$ cat src/verilog/nmu_pkg.sv
// Purpose: Constants and carrier types of the non-maskable interrupt unit
// Assumes: 32-bit core, AXI4-Lite register port with 8-bit byte addresses
// Notes:   Shared by the unit and its bench
package nmu_pkg;

  // ----------------------------------------------------------------
  // Register map, byte addresses
  // ----------------------------------------------------------------
  localparam logic [7:0] OFF_RISE_SEL = 8'h00;
  localparam logic [7:0] OFF_FALL_SEL = 8'h04;
  localparam logic [7:0] OFF_WDT_MODE = 8'h08;
  localparam logic [7:0] OFF_STATUS = 8'h0C;
  localparam logic [7:0] OFF_PSW = 8'h10;
  localparam logic [7:0] OFF_PC_SAVE = 8'h14;
  localparam logic [7:0] OFF_PSW_SAVE = 8'h18;
  localparam logic [7:0] OFF_CAUSE = 8'h1C;

  // ----------------------------------------------------------------
  // Fields and values
  // ----------------------------------------------------------------
  localparam int PSW_ID_BIT = 5;
  localparam int PSW_EP_BIT = 6;
  localparam int PSW_NP_BIT = 7;
  localparam int NMI_EDGE_BIT = 0;
  localparam logic [1:0] WDT_MODE_NMI = 2'h2;
  localparam logic [15:0] NMI_CAUSE = 16'h0010;
  localparam logic [31:0] NMI_HANDLER = 32'h0000_0010;
  localparam logic [31:0] PSW_RESET = 32'h0000_0000;
  localparam logic [7:0] SEL_RESET = 8'h00;
  localparam logic [1:0] RESP_OKAY = 2'h0;
  localparam logic [1:0] RESP_DECERR = 2'h3;

  // ----------------------------------------------------------------
  // Carrier types
  // ----------------------------------------------------------------
  typedef struct packed {
    logic accept_ok;
    logic [31:0] restored_pc;
    logic div_active;
    logic [31:0] div_pc;
    logic return_from_trap;
    logic sreg_load;
    logic [31:0] sreg_data;
  } nmu_core_in_t;

  typedef struct packed {
    logic redirect_valid;
    logic [31:0] redirect_pc;
    logic [31:0] program_status_word;
    logic [31:0] nmi_pc_save;
    logic [31:0] nmi_status_save;
    logic [31:0] exception_cause_reg;
    logic maskable_allow;
  } nmu_core_out_t;

endpackage

$ cat src/verilog/nmu_unit.sv
// Purpose: Non-maskable interrupt acceptance, context save and restore
// Assumes: Core samples redirect on the cycle it is high
// Notes:   All state sits in one struct registered under ce
`timescale 1ns/10ps
`default_nettype none

module nmu_unit
  import nmu_pkg::*;
#(
  parameter int ADDR_W = 8
) (
  input wire logic aclk,
  input wire logic aresetn,
  input wire logic ce,
  input wire logic [ADDR_W-1:0] s_axi_awaddr,
  input wire logic s_axi_awvalid,
  output logic s_axi_awready,
  input wire logic [31:0] s_axi_wdata,
  input wire logic [3:0] s_axi_wstrb,
  input wire logic s_axi_wvalid,
  output logic s_axi_wready,
  output logic [1:0] s_axi_bresp,
  output logic s_axi_bvalid,
  input wire logic s_axi_bready,
  input wire logic [ADDR_W-1:0] s_axi_araddr,
  input wire logic s_axi_arvalid,
  output logic s_axi_arready,
  output logic [31:0] s_axi_rdata,
  output logic [1:0] s_axi_rresp,
  output logic s_axi_rvalid,
  input wire logic s_axi_rready,
  input wire logic nmi_pin,
  input wire logic watchdog_nmi_request,
  input wire nmu_core_in_t core_in,
  output nmu_core_out_t core_out
);

  // ----------------------------------------------------------------
  // Elaboration check
  // ----------------------------------------------------------------
  if (ADDR_W < 5 || ADDR_W > 8) begin : g_bad_addr
    $error("ADDR_W must lie between 5 and 8");
  end

  // ----------------------------------------------------------------
  // State
  // ----------------------------------------------------------------
  typedef struct packed {
    logic s1;
    logic s2;
    logic s3;
    logic pend_pin;
    logic pend_wdt;
    logic in_svc;
    logic [7:0] rise_sel;
    logic [7:0] fall_sel;
    logic [7:0] wdt_mode;
    nmu_core_out_t co;
    logic aw_h;
    logic w_h;
    logic [7:0] awaddr;
    logic [31:0] wdata;
    logic [3:0] wstrb;
    logic awready;
    logic wready;
    logic bvalid;
    logic [1:0] bresp;
    logic arready;
    logic rvalid;
    logic [31:0] rdata;
    logic [1:0] rresp;
  } nmu_state_t;

  nmu_state_t st;
  nmu_state_t next_st;
  logic np;
  logic take_pin;
  logic take_wdt;
  logic take_any;
  logic return_from_trap_ok;
  logic [31:0] save_pc;
  logic pin_edge;
  logic wdt_arm;

  // Byte lane 0 merge; bit access is done by software read-modify-write
  function automatic logic [7:0] merge8(input logic [7:0] old,
                                        input logic [31:0] d,
                                        input logic [3:0] s);
    merge8 = s[0] ? d[7:0] : old;
  endfunction

  // Word merge under byte enables
  function automatic logic [31:0] merge32(input logic [31:0] old,
                                          input logic [31:0] d,
                                          input logic [3:0] s);
    logic [31:0] r;
    r = old;
    for (int i = 0; i < 4; i++) begin
      if (s[i]) begin
        r[8*i +: 8] = d[8*i +: 8];
      end
    end
    merge32 = r;
  endfunction

  // ----------------------------------------------------------------
  // Acceptance decisions
  // ----------------------------------------------------------------
  assign np = st.co.program_status_word[PSW_NP_BIT];
  assign pin_edge = (st.s2 & ~st.s3 & st.rise_sel[NMI_EDGE_BIT]) |
                    (~st.s2 & st.s3 & st.fall_sel[NMI_EDGE_BIT]);
  assign wdt_arm = watchdog_nmi_request &
                   (st.wdt_mode[1:0] == WDT_MODE_NMI);
  // inhibit flag ignored, service blocks pin
  assign take_pin = ce & core_in.accept_ok & ~core_in.return_from_trap &
                    st.pend_pin & ~st.in_svc & ~np;
  // pin first, watchdog blocked only by flag
  assign take_wdt = ce & core_in.accept_ok & ~core_in.return_from_trap &
                    st.pend_wdt & ~np & ~take_pin;
  assign take_any = take_pin | take_wdt;
  // return only when trap-level 0 and active 1
  assign return_from_trap_ok = ce & core_in.return_from_trap &
                   ~st.co.program_status_word[PSW_EP_BIT] & np;
  // division restarts from its own address
  assign save_pc = core_in.div_active ? core_in.div_pc
                                      : core_in.restored_pc;

  // ----------------------------------------------------------------
  // Next state
  // ----------------------------------------------------------------
  always_comb begin
    logic [7:0] wa;
    logic [7:0] ra;
    logic [31:0] rd;
    logic hit;
    wa = 8'(st.awaddr);
    ra = 8'(s_axi_araddr);
    rd = 32'h0000_0000;
    hit = 1'b1;
    next_st = st;
    next_st.s1 = nmi_pin;
    next_st.s2 = st.s1;
    next_st.s3 = st.s2;
    next_st.co.redirect_valid = 1'b0;
    // pending until taken, new edge wins
    if (take_pin) begin
      next_st.pend_pin = 1'b0;
    end
    if (pin_edge) begin
      next_st.pend_pin = 1'b1;
    end
    if (take_wdt) begin
      next_st.pend_wdt = 1'b0;
    end
    if (wdt_arm) begin
      next_st.pend_wdt = 1'b1;
    end
    // Core status word load; acceptance below overrides it
    if (core_in.sreg_load) begin
      next_st.co.program_status_word = core_in.sreg_data;
    end
    if (take_any) begin
      next_st.co.nmi_pc_save = save_pc;
      next_st.co.nmi_status_save = st.co.program_status_word;
      next_st.co.exception_cause_reg[31:16] = NMI_CAUSE;
      next_st.co.program_status_word = st.co.program_status_word;
      next_st.co.program_status_word[PSW_NP_BIT] = 1'b1;
      next_st.co.program_status_word[PSW_ID_BIT] = 1'b1;
      next_st.co.program_status_word[PSW_EP_BIT] = 1'b0;
      next_st.co.redirect_valid = 1'b1;
      next_st.co.redirect_pc = NMI_HANDLER;
      next_st.in_svc = 1'b1;
    end else if (return_from_trap_ok) begin
      next_st.co.program_status_word = st.co.nmi_status_save;
      next_st.co.redirect_valid = 1'b1;
      next_st.co.redirect_pc = st.co.nmi_pc_save;
      next_st.in_svc = 1'b0;
    end
    // maskable only when active and inhibit flags clear and nothing pending
    next_st.co.maskable_allow =
      ~next_st.co.program_status_word[PSW_NP_BIT] &
      ~next_st.co.program_status_word[PSW_ID_BIT] &
      ~next_st.pend_pin & ~next_st.pend_wdt;

    // AXI write channel capture, address and data in either order
    if (s_axi_awvalid && st.awready) begin
      next_st.aw_h = 1'b1;
      next_st.awaddr = 8'(s_axi_awaddr);
    end
    if (s_axi_wvalid && st.wready) begin
      next_st.w_h = 1'b1;
      next_st.wdata = s_axi_wdata;
      next_st.wstrb = s_axi_wstrb;
    end
    if (st.bvalid && s_axi_bready) begin
      next_st.bvalid = 1'b0;
    end
    if (st.aw_h && st.w_h && !st.bvalid) begin
      next_st.aw_h = 1'b0;
      next_st.w_h = 1'b0;
      next_st.bvalid = 1'b1;
      next_st.bresp = RESP_OKAY;
      unique case ({wa[7:2], 2'b00})
        // byte lane access of select registers
        OFF_RISE_SEL:
          next_st.rise_sel = merge8(st.rise_sel, st.wdata, st.wstrb);
        OFF_FALL_SEL:
          next_st.fall_sel = merge8(st.fall_sel, st.wdata, st.wstrb);
        OFF_WDT_MODE:
          next_st.wdt_mode = merge8(st.wdt_mode, st.wdata, st.wstrb);
        OFF_CAUSE: begin
          next_st.co.exception_cause_reg =
            merge32(st.co.exception_cause_reg, st.wdata, st.wstrb);
          // entry in the same cycle beats the software write
          if (take_any) begin
            next_st.co.exception_cause_reg[31:16] = NMI_CAUSE;
          end
        end
        OFF_STATUS, OFF_PSW, OFF_PC_SAVE, OFF_PSW_SAVE: begin
          // Read-only words; write ignored
        end
        default: next_st.bresp = RESP_DECERR;
      endcase
    end
    next_st.awready = ~next_st.aw_h & ~next_st.bvalid;
    next_st.wready = ~next_st.w_h & ~next_st.bvalid;

    // AXI read channel, one cycle to answer
    if (st.rvalid && s_axi_rready) begin
      next_st.rvalid = 1'b0;
    end
    if (s_axi_arvalid && st.arready) begin
      unique case ({ra[7:2], 2'b00})
        OFF_RISE_SEL: rd = {24'h00_0000, st.rise_sel};
        OFF_FALL_SEL: rd = {24'h00_0000, st.fall_sel};
        OFF_WDT_MODE: rd = {24'h00_0000, st.wdt_mode};
        OFF_STATUS: rd = {29'h0, st.in_svc, st.pend_wdt, st.pend_pin};
        OFF_PSW: rd = st.co.program_status_word;
        OFF_PC_SAVE: rd = st.co.nmi_pc_save;
        OFF_PSW_SAVE: rd = st.co.nmi_status_save;
        OFF_CAUSE: rd = st.co.exception_cause_reg;
        default: hit = 1'b0;
      endcase
      next_st.rvalid = 1'b1;
      next_st.rdata = rd;
      next_st.rresp = hit ? RESP_OKAY : RESP_DECERR;
    end
    next_st.arready = ~next_st.rvalid;
  end

  // ----------------------------------------------------------------
  // Registers
  // ----------------------------------------------------------------
  // edge selection starts at none
  always_ff @(posedge aclk) begin
    if (!aresetn) begin
      st <= '0;
      st.rise_sel <= SEL_RESET;
      st.fall_sel <= SEL_RESET;
      st.co.program_status_word <= PSW_RESET;
      st.awready <= 1'b1;
      st.wready <= 1'b1;
      st.arready <= 1'b1;
    end else if (ce) begin
      st <= next_st;
    end
  end

  // Outputs straight from state
  assign s_axi_awready = st.awready;
  assign s_axi_wready = st.wready;
  assign s_axi_bvalid = st.bvalid;
  assign s_axi_bresp = st.bresp;
  assign s_axi_arready = st.arready;
  assign s_axi_rvalid = st.rvalid;
  assign s_axi_rdata = st.rdata;
  assign s_axi_rresp = st.rresp;
  assign core_out = st.co;
endmodule // nmu_unit

`default_nettype wire

$ cat config.mk
export PLATFORM = sky130hd
export DESIGN_NAME = nmu_unit
export DESIGN_NICKNAME = d
export VERILOG_FILES = /design/src/verilog/nmu_pkg.sv /design/src/verilog/nmu_unit.sv
export SDC_FILE = /design/constraint.sdc
export NUM_CORES = 1
export LEC_CHECK = 0
export ABC_AREA = 1
export CAP_MARGIN = 40
export CORE_MARGIN = 3
export CORE_UTILIZATION = 50
export DETAILED_ROUTE_END_ITERATION = 8
export DONT_BUFFER_PORTS = 1
export GPL_TIMING_DRIVEN = 0
export PLACE_DENSITY_LB_ADDON = 0.25
export REMOVE_ABC_BUFFERS = 1
export SYNTH_ARGS = -nofsm -noshare
export SYNTH_HDL_FRONTEND = slang
export SYNTH_SLANG_ARGS = --single-unit
export TNS_END_PERCENT = 50
$ cat constraint.sdc
create_clock -name aclk -period 1.33 [get_ports aclk]
set_input_delay 0.266 -clock aclk [delete_from_list [all_inputs] [get_ports aclk]]
set_output_delay 0.266 -clock aclk [all_outputs]
set_load 0.03 [all_outputs]
## Word-level counts from Yosys, hierarchy flattened

Index checks and enable logic that the tools add are counted.

- Mux-type cells: 30
- Reduce and logical (&&, ||, !) cells: 30
- Equal/unequal tests: 17
- Bitwise operators: 39

Operator list:

| kind | number |
|---|---|
| 32-bit case mux with 8 select lines | 1 |
| 65-bit two-way mux | 2 |
| 32-bit two-way mux | 4 |
| 6-bit by 3-bit == test with 1-bit output (second input constant) | 8 |
| 35-bit two-way mux | 1 |
| 16-bit two-way mux | 2 |
| 8-bit two-way mux | 4 |
| 6-bit by 2-bit == test with 1-bit output (second input constant) | 4 |
| 1-bit AND | 21 |
| 4-bit AND reduction | 5 |
| 2-bit AND reduction | 9 |
| 1-bit NOT | 16 |
| 8-bit OR reduction | 2 |
| 6-bit by 1-bit == test with 1-bit output (second input constant) | 2 |
| 6-bit logical NOT | 2 |
| 1-bit two-way mux | 12 |
| 4-bit inequality test (second input constant) | 2 |
| 1-bit logical AND | 7 |
| 2-bit two-way mux | 3 |
| 2-bit nonzero test | 2 |
| 3-bit two-way mux | 1 |
| 3-bit AND reduction | 1 |
| 3-bit nonzero test | 1 |
| 2-bit == test (second input constant) | 1 |
| 2 further kinds | 3 |

- Bits in registers: 279
- Output and inout bits: 203
- Input port bits: 162

## Longest topological paths before layout

- Depth in word-level cells: 13
- Mapped depth: 11
- Mapped depth without buffers: 10

## Least setup slack after synthesis

Ideal clock, no wire load.

- Path type: reg-to-reg
- From: reg st, in the netlist s_axi_arready
- To: reg st, in the netlist s_axi_rdata[30]
- Path buffers: 1
- Arrival: 1.368 ns
- Required time: 1.260 ns
- Cell stages (with the launch flop): 6
- Setup time: 0.070 ns
- Slack: -0.109 ns
- Path through: dfxtp_1 -> nand3_1 -> inv_1 -> clkbuf_1 -> o21ai_1 -> a21oi_1

- Longest elaborated chain between the ends: 2

Ends and longest elaborated chain:

| item | line | source |
|---|---|---|
| start: declaration | nmu_unit.sv:74 | `nmu_state_t st;` |
| start signal: assignment | nmu_unit.sv:265 | `st <= next_st;` |
| 1-bit logical AND | nmu_unit.sv:232 | `if (s_axi_arvalid && st.arready) begin` |
| 2-bit AND reduction (no source line) | n/a |  |

Every way passes these cells.
A chain may end at the register's enable or synchronous reset.

## Worst setup path in the final report

- From: reg st, in the netlist core_out[104]
- To: reg st, in the netlist core_out[108]

- Longest elaborated chain between the ends: 7
- Elaborated cells between the ends (all ways): 11
- Those cells by class: 1 x mux; 8 x bitwise; 2 x reduce/logical

Ends and longest elaborated chain:

| item | line | source |
|---|---|---|
| 1-bit NOT | nmu_unit.sv:116, nmu_unit.sv:119 |  |
| 1-bit AND | nmu_unit.sv:116 | `st.pend_pin & ~st.in_svc & ~np;` |
| 1-bit NOT | nmu_unit.sv:119 | `st.pend_wdt & ~np & ~take_pin;` |
| 1-bit AND | nmu_unit.sv:119 |  |
| 1-bit OR | nmu_unit.sv:120 | `assign take_any = take_pin \| take_wdt;` |
| 1-bit NOT (no source line) | n/a |  |
| 3-bit AND reduction (no source line) | n/a |  |

Several ways; a longest one is shown, not always the timed one. The select of a mux whose other input is x is not followed.

==> flow_summary.toml <==
[sta]
rsz0062_at_grt = "yes"
setup_ws_ns = -0.481
worst_pin_slew_ns = 0.868
finalHoldViolCount = 73
fin_skew_ns = 0.00960
relSlewSlack_pct = 42.1
whs_ns = -0.166
finalCritPeriodShare_pct = 136
setup_viol = 367
fin_crit_ns = 1.81
final_max_slew_viol_count = 0
max_freq_ghz = 0.552

[global_routing]
antenna_found_initial = 0
grt_pass1_vias = 11114
grt_max_degree = 179
track_usage_pct = 30.3
grt_pass1_wl_um = 68400
gr-total-overflow = 0

[yosys]
avgSynthCellArea_um2 = 7.26
synthAdderAreaFrac_pct = 0
synth-simple-area-share_pct = 19.6
synth_top_family_by_area = "simple AND/OR/NAND/NOR gates"
yosysSeqAreaShare_pct = 40.8
synthesis.area_um2 = 13500
synth_cell_type_count = 29
muxShareOfSynthArea_pct = 2.37
yosys_warnings = 0
ys_ff_latch = 275
synth-compound-area-share_pct = 18.1
synthXorXnorAreaFrac_pct = 0
synthCells = 1859

[clock_tree]
cts-root-buf = "clkbuf_16"
clk_pin_slew_worst_paths_ns = 0.06
cts_buffers = 30
cts_tree = "yes"
cts_sinks = 275
htree_levels = 1
clock_latency_ns = 0.56
ctsLongestPathBuffers = 3

[critical_path]
cp-end-kind = "register"
cp_cell_sequence = "inv_8 > nor2_4 > nand2_8 > buf_12 > nand2_4 > nand3_4 > buf_16 > clkinvlp_4 > buf_12 > clkbuf_16 > nor2_1 > nor2_1"
crit_type = "register to register"
crit_slowest_cell = "dfxtp_4"
crit_buf_inv = 6
worst_ep_arrival_time_ns = 2.31
cp.required_ns = 1.83
slowest_delay_ns = 0.45
critPathTopFamily = "buffers and inverters"
worst-path-max-fanout = 5
startpoint_type = "register"

[place]
routabilityCongestion = 0.871
dpl.hpwl_um = 27000
dpl_cell_area_um2 = 12200
io_buffers = 0
placed_cells = 1893

[min_path]
worstHoldPathType = "primary input to register"

[route]
first_iter_violations = 1268
drt_first_pass_iters = 6
drtAntennaViolNets = 0
vias = 12476
drt-wirelength-per-cell_um = 23.9
totalWireLength_um = 50200
avgViaCountPerCell = 5.93
drc = 0

[floorplanning]
num_rows = 59
start_util_pct = 51.3
ioPinCount = 365
fp.dieW_um = 170
fp.dieH_um = 170
coreArea_um2 = 26300
die_area_um2 = 29000

[final_layout]
n_fill_cell = 2177
instances_no_fill = 2104
nets = 1910
drive_above_1_share_pct = 24.9
finalInstanceArea_um2 = 16600
final_common_cell = "nand2_1"
final_cell_mix = "nand2_1 (299), dfxtp_1 (245), a21oi_1 (150)"
syn_to_final_growth_pct = 22.9

[power_and_ir_drop]
power_density_nw_per_um2 = 1200
totalPowerFinal_w = 0.0199
ir_drop_v = 0.00104
p_leak_nw = 6.55

[job]
maxCapViolCount = 0

[status]
violations = "hold timing, setup timing"
status = "complete, but fails checks"
[cells by family (layout without fill, tap and decap cells)]
family / count (synthesis) / count (layout)
buf+inv: 460 / 362
other cells: 0 / 2
flops: 275 / 275
mux: 32 / 32
compound gates: 472 / 472
simple gates: 620 / 626
[final cells by class]
type / count / area, um^2 / share of cell area [%]
repair inverters: 3 / 33.8 / 0.204
multi-input cells: 1130 / 6500 / 39.2
flip-flops and latches: 275 / 5590 / 33.7
diodes: 2 / 5.00 / 0.0302
repair buffers: 163 / 2410 / 14.5
clock buffers: 42 / 887 / 5.35
clock inverters: 9 / 145 / 0.875
inverters: 145 / 594 / 3.58
well taps: 335 / 419 / 2.53
[worst paths after layout]
| path | start | endpoint | slack, ns | depth (start not counted) |
|---|---|---|---|---|
| min | aresetn | st[273] | -0.17 | 2 |
| max reg2reg | core_out[104] | core_out[108] | -0.48 | 12 |
| min reg2reg | st[63] | st[63] | 0.45 | 2 |
| max | core_out[104] | core_out[108] | -0.48 | 12 |
[what timing repair did]
item                       CTS  global route
setup endpoints to repair  469           431
hold buffers                15            33
setup buffers               56            32
hold endpoints to repair   181           175
gates cloned                23             9
gates resized for setup    260           231
pin swaps                   66            59
[stage by stage]
| step | worst slack, ns | TNS [ns] | hold slack [ns] | util, % |
|---|---|---|---|---|
| 2_1_floorplan | -2.07 | -283.53 | 0.335 | - |
| 3_3_place_gp | -4.87 | -653.43 | 0.373 | 45.2 |
| 3_5_place_dp | -2.04 | -251.30 | 0.381 | 46.5 |
| 4_1_cts | -0.453 | -63.83 | -0.186 | 57.9 |
| 5_1_grt | -0.632 | -76.89 | -0.154 | 63.1 |
| 6_report | -0.481 | -60.28 | -0.166 | 63.1 |
[worst register-to-register path, cell delays in order, from the launching register on]
cell        delay, ns
dfxtp_4          0.45
inv_8            0.07
nor2_4           0.15
nand2_8          0.07
buf_12           0.14
nand2_4          0.06
nand3_4          0.10
buf_16           0.14
clkinvlp_4       0.10
buf_12           0.14
clkbuf_16        0.17
nor2_1           0.05
nor2_1           0.11
[layer usage]
layer | up-vias | track usage, % | part of all wire, %
met1 | 5793 | 39.6 | 38
met5 | - | 0 | 0
li1 | 5699 | - | -
met4 | 0 | 11.0 | 5.4
met2 | 790 | 48.5 | 45
met3 | 194 | 8.08 | 11
[Yosys cell counts (all sizes together)]
cell type / number / area share [%]
a211oi: 25 / 1.4
a21oi: 200 / 7.4
a31oi: 1 / 0.046
and3b: 1 / 0.065
buf: 259 / 14
clkbuf: 56 / 1.6
dfxtp: 275 / 41
inv: 145 / 4.0
mux2i: 32 / 2.4
nand2: 349 / 9.8
nand3: 90 / 3.4
nand4: 27 / 1.3
nor2: 151 / 4.8
nor3: 2 / 0.16
o211ai: 2 / 0.11
o21a: 1 / 0.056
o21ai: 242 / 9.0
o221ai: 1 / 0.065
[flip-flops by register name, indices dropped and copies added, names as in the netlist]
| register | flops |
|---|---|
| s_axi_bresp | 1 |
| s_axi_arready | 1 |
| st | 72 |
| next_st | 2 |
| s_axi_rdata | 32 |
| s_axi_bvalid | 1 |
| s_axi_rvalid | 1 |
| s_axi_rresp | 1 |
| core_out | 162 |
| s_axi_awready | 1 |
| s_axi_wready | 1 |
[power by group]
group          leakage (nW)  internal (W)  total [W]  switching, W
Combinational          3.79      0.000844    0.00195       0.00111
Clock                 0.513       0.00536    0.00882       0.00346
Sequential             2.25       0.00849    0.00909      0.000597
Total                  6.55        0.0147     0.0199       0.00516
No activity file was read; power rests on OpenSTA's default activity.
